File: src/logic/etm_pkg.sv
// Shared constants for the enhanced timer: register map, field positions,
// reset values, mode and clock-source codes.
// Assumes a 32-bit APB slave with one byte-wide register per aligned word.
package etm_pkg;

	// ----------------------------------------------------------------
	// Register byte addresses
	// ----------------------------------------------------------------
	localparam logic [7:0] OFS_CONTROL0 = 8'h00;
	localparam logic [7:0] OFS_CONTROL1 = 8'h04;
	localparam logic [7:0] OFS_CONTROL2 = 8'h08;
	localparam logic [7:0] OFS_COUNT_LOW = 8'h0C;
	localparam logic [7:0] OFS_COUNT_HIGH = 8'h10;
	localparam logic [7:0] OFS_COMPARE_A_LOW = 8'h14;
	localparam logic [7:0] OFS_COMPARE_A_HIGH = 8'h18;
	localparam logic [7:0] OFS_COMPARE_B_LOW = 8'h1C;
	localparam logic [7:0] OFS_COMPARE_B_HIGH = 8'h20;

	// ----------------------------------------------------------------
	// Field positions
	// ----------------------------------------------------------------
	localparam int POS_PAUSE = 7;
	localparam int POS_CLOCK_SOURCE = 4;
	localparam int POS_RUN = 3;
	localparam int POS_PERIOD = 0;
	localparam int POS_MODE = 6;
	localparam int POS_FUNC = 4;
	localparam int POS_OUT_CTRL = 3;
	localparam int POS_POLARITY = 2;
	localparam int POS_DIRECTION = 1;
	localparam int POS_CLEAR_SEL = 0;
	localparam int POS_ALIGN = 0;

	// ----------------------------------------------------------------
	// Reset values and widths
	// ----------------------------------------------------------------
	localparam logic [7:0] RST_CONTROL = 8'h00;
	localparam logic [9:0] RST_COMPARE = 10'h000;
	localparam logic [9:0] COUNT_MAX = 10'h3FF;
	localparam logic [31:0] ERR_READ = 32'h0000_0000;

	// ----------------------------------------------------------------
	// Codes
	// ----------------------------------------------------------------
	localparam logic [1:0] MODE_COMPARE = 2'h0;
	localparam logic [1:0] MODE_CAPTURE = 2'h1;
	localparam logic [1:0] MODE_PWM = 2'h2;
	localparam logic [1:0] MODE_TIMER = 2'h3;

	localparam logic [1:0] FUNC_0 = 2'h0;
	localparam logic [1:0] FUNC_1 = 2'h1;
	localparam logic [1:0] FUNC_2 = 2'h2;
	localparam logic [1:0] FUNC_3 = 2'h3;

	localparam logic [2:0] SRC_SYS_DIV4 = 3'h0;
	localparam logic [2:0] SRC_SYS = 3'h1;
	localparam logic [2:0] SRC_HS_DIV16 = 3'h2;
	localparam logic [2:0] SRC_HS_DIV64 = 3'h3;
	localparam logic [2:0] SRC_TIME_BASE = 3'h4;
	localparam logic [2:0] SRC_UNDEFINED = 3'h5;
	localparam logic [2:0] SRC_PIN_RISE = 3'h6;
	localparam logic [2:0] SRC_PIN_FALL = 3'h7;

endpackage

File: src/logic/etm_timer.sv
// Enhanced 10-bit timer with period comparator and two compare/capture
// channels, reached over APB.
// Assumes all pin inputs are synchronous to REF_CLK and the high-speed clock
// equals REF_CLK; the time-base clock arrives as a one-cycle tick.
//
// Notes on behaviour
// - Ten-bit counter, internal or pin clock.
// - Period compares top three bits; A,B full.
// - Software only clears counter via run rise.
// - Overflow or selected match clears, flags event.
// - Pause holds count; release resumes counting.
// - Clock source field picks counting tick.
// - Source code 101 stops the counter.
// - Run off stops, keeps value; on clears.
// - Compare mode: run rise restores initial level.
// - Period match every n times 128 ticks.
// - Clear-select zero: period match clears counter; code: only overflow clears in pulse mode.
// - Period zero: counter clears by overflow.
// - Mode field selects compare/capture/PWM/timer.
// - Timer mode leaves output pin undriven.
// - Compare match: keep, low, high, toggle.
// - PWM field: inactive, active, PWM, pulse.
// - Count read-only; compare pairs read/write.
// - External clock pin, up to four outputs.
// - Direction flag reads zero counting up.
// - Clear-select one: comparator A clears; code: period match clears with A in capture mode, only overflow in pulse mode.
// - Output control sets initial/active level.
// - Polarity bit inverts output pin.
//
// Design decisions made here: the register addresses and the APB interface to the registers.
`timescale 1ns/1ps

module etm_timer
(
	input wire logic REF_CLK,
	input wire logic NRST,
	input wire logic PSEL,
	input wire logic PENABLE,
	input wire logic PWRITE,
	input wire logic [7:0] PADDR,
	input wire logic [31:0] PWDATA,
	output logic [31:0] PRDATA,
	output logic PREADY,
	output logic PSLVERR,
	input wire logic EXT_CLOCK_PIN,
	input wire logic TIME_BASE_TICK,
	input wire logic CHAN_A_IN,
	input wire logic CHAN_B_IN,
	output logic CHAN_A_OUT,
	output logic CHAN_A_OE,
	output logic [2:0] CHAN_B_OUT,
	output logic [2:0] CHAN_B_OE,
	output logic TIMER_EVENT
);

	// ----------------------------------------------------------------
	// Register state
	// ----------------------------------------------------------------
	logic [7:0] control0, control1, control2;
	logic [9:0] cmp [2];
	logic [9:0] cnt;
	logic run_q;
	logic [5:0] prescale;
	logic ext_q;
	logic [1:0] in_q;
	logic [1:0] state;

	logic pause, run, clear_sel;
	logic [2:0] src, period;
	logic [1:0] mode [2];
	logic [1:0] func [2];
	logic [1:0] out_ctrl, polarity, in_pin;

	assign pause = control0[etm_pkg::POS_PAUSE];
	assign src = control0[etm_pkg::POS_CLOCK_SOURCE +: 3];
	assign run = control0[etm_pkg::POS_RUN];
	assign period = control0[etm_pkg::POS_PERIOD +: 3];
	assign clear_sel = control1[etm_pkg::POS_CLEAR_SEL];
	assign mode[0] = control1[etm_pkg::POS_MODE +: 2];
	assign mode[1] = control2[etm_pkg::POS_MODE +: 2];
	assign func[0] = control1[etm_pkg::POS_FUNC +: 2];
	assign func[1] = control2[etm_pkg::POS_FUNC +: 2];
	assign out_ctrl = {control2[etm_pkg::POS_OUT_CTRL], control1[etm_pkg::POS_OUT_CTRL]};
	assign polarity = {control2[etm_pkg::POS_POLARITY], control1[etm_pkg::POS_POLARITY]};
	assign in_pin = {CHAN_B_IN, CHAN_A_IN};

	// ----------------------------------------------------------------
	// Bus decode
	// ----------------------------------------------------------------
	logic setup, wr, mapped;
	logic [7:0] rd_byte;

	assign setup = PSEL && !PENABLE;
	assign wr = PSEL && PENABLE && PREADY && PWRITE;

	always_comb
	begin
		mapped = 1'b1;
		rd_byte = 8'h00;
		unique case (PADDR)
			etm_pkg::OFS_CONTROL0: rd_byte = control0;
			etm_pkg::OFS_CONTROL1: rd_byte = control1;
			etm_pkg::OFS_CONTROL2: rd_byte = control2;
			etm_pkg::OFS_COUNT_LOW: rd_byte = cnt[7:0];
			etm_pkg::OFS_COUNT_HIGH: rd_byte = {6'h00, cnt[9:8]};
			etm_pkg::OFS_COMPARE_A_LOW: rd_byte = cmp[0][7:0];
			etm_pkg::OFS_COMPARE_A_HIGH: rd_byte = {6'h00, cmp[0][9:8]};
			etm_pkg::OFS_COMPARE_B_LOW: rd_byte = cmp[1][7:0];
			etm_pkg::OFS_COMPARE_B_HIGH: rd_byte = {6'h00, cmp[1][9:8]};
			default: mapped = 1'b0;
		endcase
	end

	// No wait state: the answer is registered in the setup cycle
	always_ff @(posedge REF_CLK or negedge NRST)
	begin
		if (!NRST)
		begin
			PREADY <= 1'b0;
			PRDATA <= etm_pkg::ERR_READ;
			PSLVERR <= 1'b0;
		end
		else
		begin
			PREADY <= setup;
			PSLVERR <= setup && !mapped;
			if (setup)
				PRDATA <= {24'h00_0000, rd_byte};
		end
	end

	// ----------------------------------------------------------------
	// Clock source selection
	// ----------------------------------------------------------------
	logic tick, pin_rise, pin_fall;

	assign pin_rise = EXT_CLOCK_PIN && !ext_q;
	assign pin_fall = !EXT_CLOCK_PIN && ext_q;

	always_ff @(posedge REF_CLK or negedge NRST)
	begin
		if (!NRST)
		begin
			prescale <= 6'h00;
			ext_q <= 1'b0;
			in_q <= 2'h0;
		end
		else
		begin
			prescale <= prescale + 6'h01;
			ext_q <= EXT_CLOCK_PIN;
			in_q <= in_pin;
		end
	end

	always_comb
	begin
		unique case (src)
			etm_pkg::SRC_SYS_DIV4: tick = &prescale[1:0];
			etm_pkg::SRC_SYS: tick = 1'b1;
			etm_pkg::SRC_HS_DIV16: tick = &prescale[3:0];
			etm_pkg::SRC_HS_DIV64: tick = &prescale;
			etm_pkg::SRC_TIME_BASE: tick = TIME_BASE_TICK;
			etm_pkg::SRC_UNDEFINED: tick = 1'b0;
			etm_pkg::SRC_PIN_RISE: tick = pin_rise;
			etm_pkg::SRC_PIN_FALL: tick = pin_fall;
		endcase
	end

	// ----------------------------------------------------------------
	// Counter and comparators
	// ----------------------------------------------------------------
	logic run_rise, cnt_en, overflow, match_p, clear;
	logic [10:0] inc;
	logic [1:0] match;

	assign run_rise = run && !run_q;
	assign cnt_en = run && !pause && tick && !run_rise;
	assign inc = {1'b0, cnt} + 11'h001;
	assign overflow = inc[10];
	// Match on the incremented value so a code n gives exactly n*128 ticks
	assign match_p = (period != 3'h0) && (inc[9:7] == period) && (inc[6:0] == 7'h00);
	assign match[0] = inc[9:0] == cmp[0];
	assign match[1] = inc[9:0] == cmp[1];

	always_comb
	begin
		if (mode[0] == etm_pkg::MODE_PWM && func[0] == etm_pkg::FUNC_3)
			clear = overflow;
		else if (clear_sel && mode[0] != etm_pkg::MODE_CAPTURE)
			clear = match[0] || overflow;
		else
			clear = match_p || overflow;
	end

	always_ff @(posedge REF_CLK or negedge NRST)
	begin
		if (!NRST)
		begin
			cnt <= 10'h000;
			run_q <= 1'b0;
		end
		else
		begin
			run_q <= run;
			if (run_rise)
				cnt <= 10'h000;
			else if (cnt_en)
				cnt <= clear ? 10'h000 : inc[9:0];
		end
	end

	// ----------------------------------------------------------------
	// Control registers
	// ----------------------------------------------------------------
	logic pulse_mode;
	logic pulse_end;

	assign pulse_mode = mode[0] == etm_pkg::MODE_PWM && func[0] == etm_pkg::FUNC_3;
	assign pulse_end = pulse_mode && cnt_en && match[0];

	// Mode bits are taken as written; software stops the timer first
	always_ff @(posedge REF_CLK or negedge NRST)
	begin
		if (!NRST)
		begin
			control0 <= etm_pkg::RST_CONTROL;
			control1 <= etm_pkg::RST_CONTROL;
			control2 <= etm_pkg::RST_CONTROL;
		end
		else
		begin
			if (wr && PADDR == etm_pkg::OFS_CONTROL0)
				control0 <= PWDATA[7:0];
			else if (pulse_mode && !run && pin_rise)
				control0[etm_pkg::POS_RUN] <= 1'b1;
			else if (pulse_end)
				control0[etm_pkg::POS_RUN] <= 1'b0;
			if (wr && PADDR == etm_pkg::OFS_CONTROL1)
				control1 <= {PWDATA[7:2], 1'b0, PWDATA[0]};
			if (wr && PADDR == etm_pkg::OFS_CONTROL2)
				control2 <= {PWDATA[7:2], 1'b0, PWDATA[0]};
		end
	end

	// ----------------------------------------------------------------
	// Per-channel compare registers, capture and output state
	// ----------------------------------------------------------------
	logic [1:0] capture;

	genvar ch;
	generate
		for (ch = 0; ch < 2; ch++)
		begin : g_chan
			logic rise, fall, edge_hit;
			logic [7:0] lo_ofs, hi_ofs;

			assign lo_ofs = ch == 0 ? etm_pkg::OFS_COMPARE_A_LOW : etm_pkg::OFS_COMPARE_B_LOW;
			assign hi_ofs = ch == 0 ? etm_pkg::OFS_COMPARE_A_HIGH : etm_pkg::OFS_COMPARE_B_HIGH;
			assign rise = in_pin[ch] && !in_q[ch];
			assign fall = !in_pin[ch] && in_q[ch];

			always_comb
			begin
				unique case (func[ch])
					etm_pkg::FUNC_0: edge_hit = rise;
					etm_pkg::FUNC_1: edge_hit = fall;
					etm_pkg::FUNC_2: edge_hit = rise || fall;
					etm_pkg::FUNC_3: edge_hit = 1'b0;
				endcase
			end

			assign capture[ch] = mode[ch] == etm_pkg::MODE_CAPTURE && run && edge_hit;

			always_ff @(posedge REF_CLK or negedge NRST)
			begin
				if (!NRST)
					cmp[ch] <= etm_pkg::RST_COMPARE;
				else if (capture[ch])
					cmp[ch] <= cnt;
				else if (wr && PADDR == lo_ofs)
					cmp[ch][7:0] <= PWDATA[7:0];
				else if (wr && PADDR == hi_ofs)
					cmp[ch][9:8] <= PWDATA[1:0];
			end

			// State holds the pin level before polarity
			always_ff @(posedge REF_CLK or negedge NRST)
			begin
				if (!NRST)
					state[ch] <= 1'b0;
				else if (mode[ch] == etm_pkg::MODE_COMPARE)
				begin
					if (run_rise)
						state[ch] <= out_ctrl[ch];
					else if (cnt_en && match[ch])
					begin
						unique case (func[ch])
							etm_pkg::FUNC_0: state[ch] <= state[ch];
							etm_pkg::FUNC_1: state[ch] <= 1'b0;
							etm_pkg::FUNC_2: state[ch] <= 1'b1;
							etm_pkg::FUNC_3: state[ch] <= !state[ch];
						endcase
					end
				end
				else if (mode[ch] == etm_pkg::MODE_PWM)
				begin
					unique case (func[ch])
						etm_pkg::FUNC_0: state[ch] <= !out_ctrl[ch];
						etm_pkg::FUNC_1: state[ch] <= out_ctrl[ch];
						etm_pkg::FUNC_2: state[ch] <= (cnt < cmp[ch]) ? out_ctrl[ch] : !out_ctrl[ch];
						etm_pkg::FUNC_3: state[ch] <= run ? out_ctrl[ch] : !out_ctrl[ch];
					endcase
				end
			end
		end
	endgenerate

	// ----------------------------------------------------------------
	// Pins and event
	// ----------------------------------------------------------------
	logic [1:0] drive;

	assign drive[0] = mode[0] == etm_pkg::MODE_COMPARE || mode[0] == etm_pkg::MODE_PWM;
	assign drive[1] = mode[1] == etm_pkg::MODE_COMPARE || mode[1] == etm_pkg::MODE_PWM;

	always_ff @(posedge REF_CLK or negedge NRST)
	begin
		if (!NRST)
		begin
			CHAN_A_OUT <= 1'b0;
			CHAN_A_OE <= 1'b0;
			CHAN_B_OUT <= 3'h0;
			CHAN_B_OE <= 3'h0;
			TIMER_EVENT <= 1'b0;
		end
		else
		begin
			CHAN_A_OUT <= state[0] ^ polarity[0];
			CHAN_A_OE <= drive[0];
			CHAN_B_OUT <= {3{state[1] ^ polarity[1]}};
			CHAN_B_OE <= {3{drive[1]}};
			TIMER_EVENT <= (cnt_en && (match_p || overflow || |match)) || |capture;
		end
	end
endmodule

File: config.mk
export PLATFORM = sky130hd
export DESIGN_NAME = etm_timer
export DESIGN_NICKNAME = d
export VERILOG_FILES = /design/src/logic/etm_pkg.sv /design/src/logic/etm_timer.sv
export SDC_FILE = /design/constraint.sdc
export NUM_CORES = 1
export LEC_CHECK = 0
export BUFFER_PORTS_ARGS = -buffer_cell sky130_fd_sc_hd__buf_2
export CORE_ASPECT_RATIO = 1.25
export CORE_UTILIZATION = 50
export DETAILED_ROUTE_END_ITERATION = 6
export PLACE_DENSITY_LB_ADDON = 0.3
export SLEW_MARGIN = 15
export SYNTH_ARGS = -nofsm -noshare
export SYNTH_HDL_FRONTEND = slang
export SYNTH_SLANG_ARGS = --single-unit
File: constraint.sdc
create_clock -name REF_CLK -period 2.47 [get_ports REF_CLK]
set_input_delay 0.494 -clock REF_CLK [delete_from_list [all_inputs] [get_ports REF_CLK]]
set_output_delay 0.494 -clock REF_CLK [all_outputs]
set_load 0.02 [all_outputs]
==> run metrics <==
Layout Cells excl Fill=804; buffer type at the clock tree root=sky130_fd_sc_hd__clkbuf_16; remaining routing DRC violations=0; total CTS buffers=9; hold slack final=0.157 ns; Yosys warning total=0; Final Total Pwr=0.00390 W; area taken by flip-flops and latches=1980 um2; synthesized instance count=575; parity-gate share of the synthesized area counting xor and xnor cells=0.0453; setup slack after layout=-0.00869 ns; Place WS=-0.122 ns; number of cell rows=42; Cell Pwr Density=593 nW/um2; internal power contribution=0.00257 W; total setup violations reported at the end of the flow=3; count of filler cells inserted in the layout=869; worst skew pair latency=0.34 ns; class of the worst hold path=in2async; Post-Route WL=16200 um; dominant combinational cell family by area after synthesis=compound AO/OA/AOI/OAI gates; maximum fanout along the worst path=4; combinational fraction of design power=0.303; fraction of layout cells with a size suffix above 1=0.280; time the worst path needs with I/O delays and setup=2.48 ns; most used flip-flop cell after synthesis=sky130_fd_sc_hd__dfrtp_1; Async SR Flop Fraction=1.00; area of the die=11300 um2; Initial Util=0.513; unrepaired setup endpoints after global routing=true; iteration-0 DRC count of the detailed router=508; sequential element share of the synthesized area=0.365; vias in the first global route=4824; layout overhead on the synthesized area=21.4%; diode count=0; Max-cap violations=0; Final Hold Fails=0; total standard cell area after synthesis=5420 um2; Max transition margin=0.573; required time of the critical path=2.70 ns; number of buffers inserted by port buffering=43; first-pass GRT wire length=24800 um; Crit Path Class=reg2reg; fin util=0.623; Yosys reg bits=79; Reg clk slew, reported paths=0.07 ns; total area of multi-input combinational cells=3230 um2; die outline height=118 um; status=complete, but fails checks; clock tree from TritonCTS=yes; fmax=403 MHz; clock network power share=0.327; synthesized area per cell=9.42 um2; core area=10600 um2; share of the synthesized area in compound gates (AO/OA/AOI/OAI)=0.175; via count=4927; final clock period utilization by the worst path=1.00; total global routing track utilization=0.297; kind of launch point of the worst setup path=flop; share of total power in sequential cells=0.370; slew at the pin with the worst max-slew slack=0.625 ns; leakage power summed over all cells=3.14 nW; number of buffers on the longest clock path=2; Net Switching=0.00133 W; switching power share of the total=0.342; per-cell via count in the routed design=6.13; sinks on the clock net=79; number of library cell types mapped by synthesis=72; Worst EP arrival=2.71 ns; multiplexer fraction of the synthesized cell area=0.0979; Final Skew=0.00829 ns; total placed cells including tap cells=782; CTS H-Tree Depth=3; die outline width=95.1 um; adder-cell share of the synthesized area=0.0623; pin count of the biggest net entering global routing=43; Final Wtd Congestion=0.926; leftover overflow at the end of global routing=0; final HPWL from detailed placement=11900 um; antenna viol nets, final=0; count of hold-fix buffers inserted at cts=0; 1st-pass router iterations=5; violated checks=setup timing; count of pins over their slew limit=0; kind of end point of the critical path=flop; net count of the finished layout=743; average wire length per cell after detail routing=20.2 um; number of synthesized flops with an enable pin=0; area share of and/or/nand/nor cells after synthesis=0.165; top-level port count=92; Worst VDD drop=332 uV; antenna violations before repair=0
## placed cells by master, fill, tap and decap left out, types with 7 or more instances in the layout
master / count
sky130_fd_sc_hd__ha_1: 24
sky130_fd_sc_hd__a21oi_1: 17
sky130_fd_sc_hd__xnor2_1: 14
sky130_fd_sc_hd__a222oi_1: 13
sky130_fd_sc_hd__nor2b_1: 10
sky130_fd_sc_hd__nand3_1: 14
sky130_fd_sc_hd__nor3_1: 8
sky130_fd_sc_hd__nand2b_1: 12
sky130_fd_sc_hd__clkbuf_16: 9
sky130_fd_sc_hd__dfrtp_1: 77
sky130_fd_sc_hd__conb_1: 24
sky130_fd_sc_hd__nand4_1: 7
sky130_fd_sc_hd__mux2i_1: 26
sky130_fd_sc_hd__buf_2: 42
sky130_fd_sc_hd__inv_1: 34
sky130_fd_sc_hd__a31oi_1: 9
sky130_fd_sc_hd__buf_4: 61
sky130_fd_sc_hd__mux2_2: 22
sky130_fd_sc_hd__nor2_1: 44
sky130_fd_sc_hd__xor2_1: 13
sky130_fd_sc_hd__o21ai_0: 21
sky130_fd_sc_hd__nand2_1: 39
## area by class of cell
class / count / share of cell area
sequential: 79 / 0.301
tap: 132 / 0.0251
inverter: 35 / 0.0200
clock inverter: 7 / 0.00875
multi-input combinational: 430 / 0.491
clock buffer: 9 / 0.0342
timing repair buffer: 112 / 0.120
## what timing repair did
action | in CTS | in global routing
pin swaps | 5 | 23
resized for setup | 15 | 30
setup endpoints to repair | 12 | 12
setup buffers | 0 | 6
## registers in the layout, indices dropped and copies added, names as in the netlist
signal / cells
cmp: 20
cnt: 10
PRDATA: 8
control0: 8
control1: 7
control2: 7
prescale: 6
in_q: 2
state: 2
CHAN_A_OE: 1
CHAN_A_OUT: 1
CHAN_B_OE: 1
CHAN_B_OUT: 1
PREADY: 1
PSLVERR: 1
TIMER_EVENT: 1
ext_q: 1
run_q: 1
## worst max-delay path: stages, from the launching register on
cell	delay, ns
sky130_fd_sc_hd__dfrtp_2	0.45
sky130_fd_sc_hd__buf_6	0.14
sky130_fd_sc_hd__inv_2	0.08
sky130_fd_sc_hd__ha_4	0.20
sky130_fd_sc_hd__a211o_1	0.26
sky130_fd_sc_hd__a211o_1	0.30
sky130_fd_sc_hd__a2111oi_4	0.26
sky130_fd_sc_hd__buf_4	0.19
sky130_fd_sc_hd__a21oi_4	0.07
sky130_fd_sc_hd__and3_1	0.16
sky130_fd_sc_hd__a221o_1	0.26
## path summary, 6_finish.rpt
path	cells after the start	slack (ns)	startpoint	to
max	10	-0.009	cnt[0]	cnt[5]
min	1	0.16	NRST	CHAN_A_OE
max reg2reg	10	-0.009	cnt[0]	cnt[5]
min reg2reg	1	0.47	PRDATA[0]	PRDATA[0]
max in group asynchronous	2	1.71	NRST	CHAN_B_OUT[0]
min in group REF_CLK	1	0.28	EXT_CLOCK_PIN	ext_q
## cell usage after synthesis, drive strengths merged, types with 3 or more instances
cell type  instances  area share
nand2b            12       0.014
inv               35       0.024
o21a               4      0.0055
o22ai              3      0.0035
o21ai             25       0.023
nor2              46       0.032
a211o              4      0.0065
xor2              13       0.021
nor2b             10       0.012
nand4              8       0.012
nand3b             3      0.0042
dfrtp             79        0.36
ha                27       0.062
a222oi            13       0.024
a211oi             5      0.0069
mux2              24       0.050
nand3             16       0.015
o211ai             5      0.0069
a31oi             10       0.012
nand2             40       0.028
a21oi             21       0.020
clkbuf            14      0.0099
and3               6      0.0069
nor4               6      0.0081
o2111ai            4      0.0065
xnor2             15       0.024
a221oi             5       0.010
nor3              12       0.013
a22o               3      0.0048
and4               3      0.0053
buf               40       0.054
mux2i             26       0.048
## through the flow
stage / cell area [um2] / setup TNS (ns)
2_1_floorplan: 5510 / 0
3_3_place_gp: 6040 / -0.543
3_5_place_dp: 6040 / -0.777
4_1_cts: 6410 / -0.0139
5_1_grt: 6580 / -0.888
6_report: 6580 / -0.0178
## metal layers
metal | routed length (um) | global-route usage
met4 | 946 | 0.210
met3 | 1060 | 0.0528
met2 | 8060 | 0.482
met5 | 0 | 0
met1 | 6150 | 0.346
## power by group through the flow
stage	Clock (W)	Sequential, W	Combinational (W)
finish	0.00128	0.00144	0.00118
CTS	0.00129	0.00144	0.00112
floorplan	0	0.00145	0.000727
global route	0.00134	0.00145	0.00128
detailed placement	0	0.00145	0.00106
global placement	0	0.00144	0.00103
## cells by family after synthesis
logic type / Yosys count
simple gates: 173
compound gates: 128
buf+inv: 89
flops: 79
mux: 50
xor+xnor: 28
fa+ha+maj: 27
other cells: 1
Note: power is estimated with default switching activity, not from simulation.
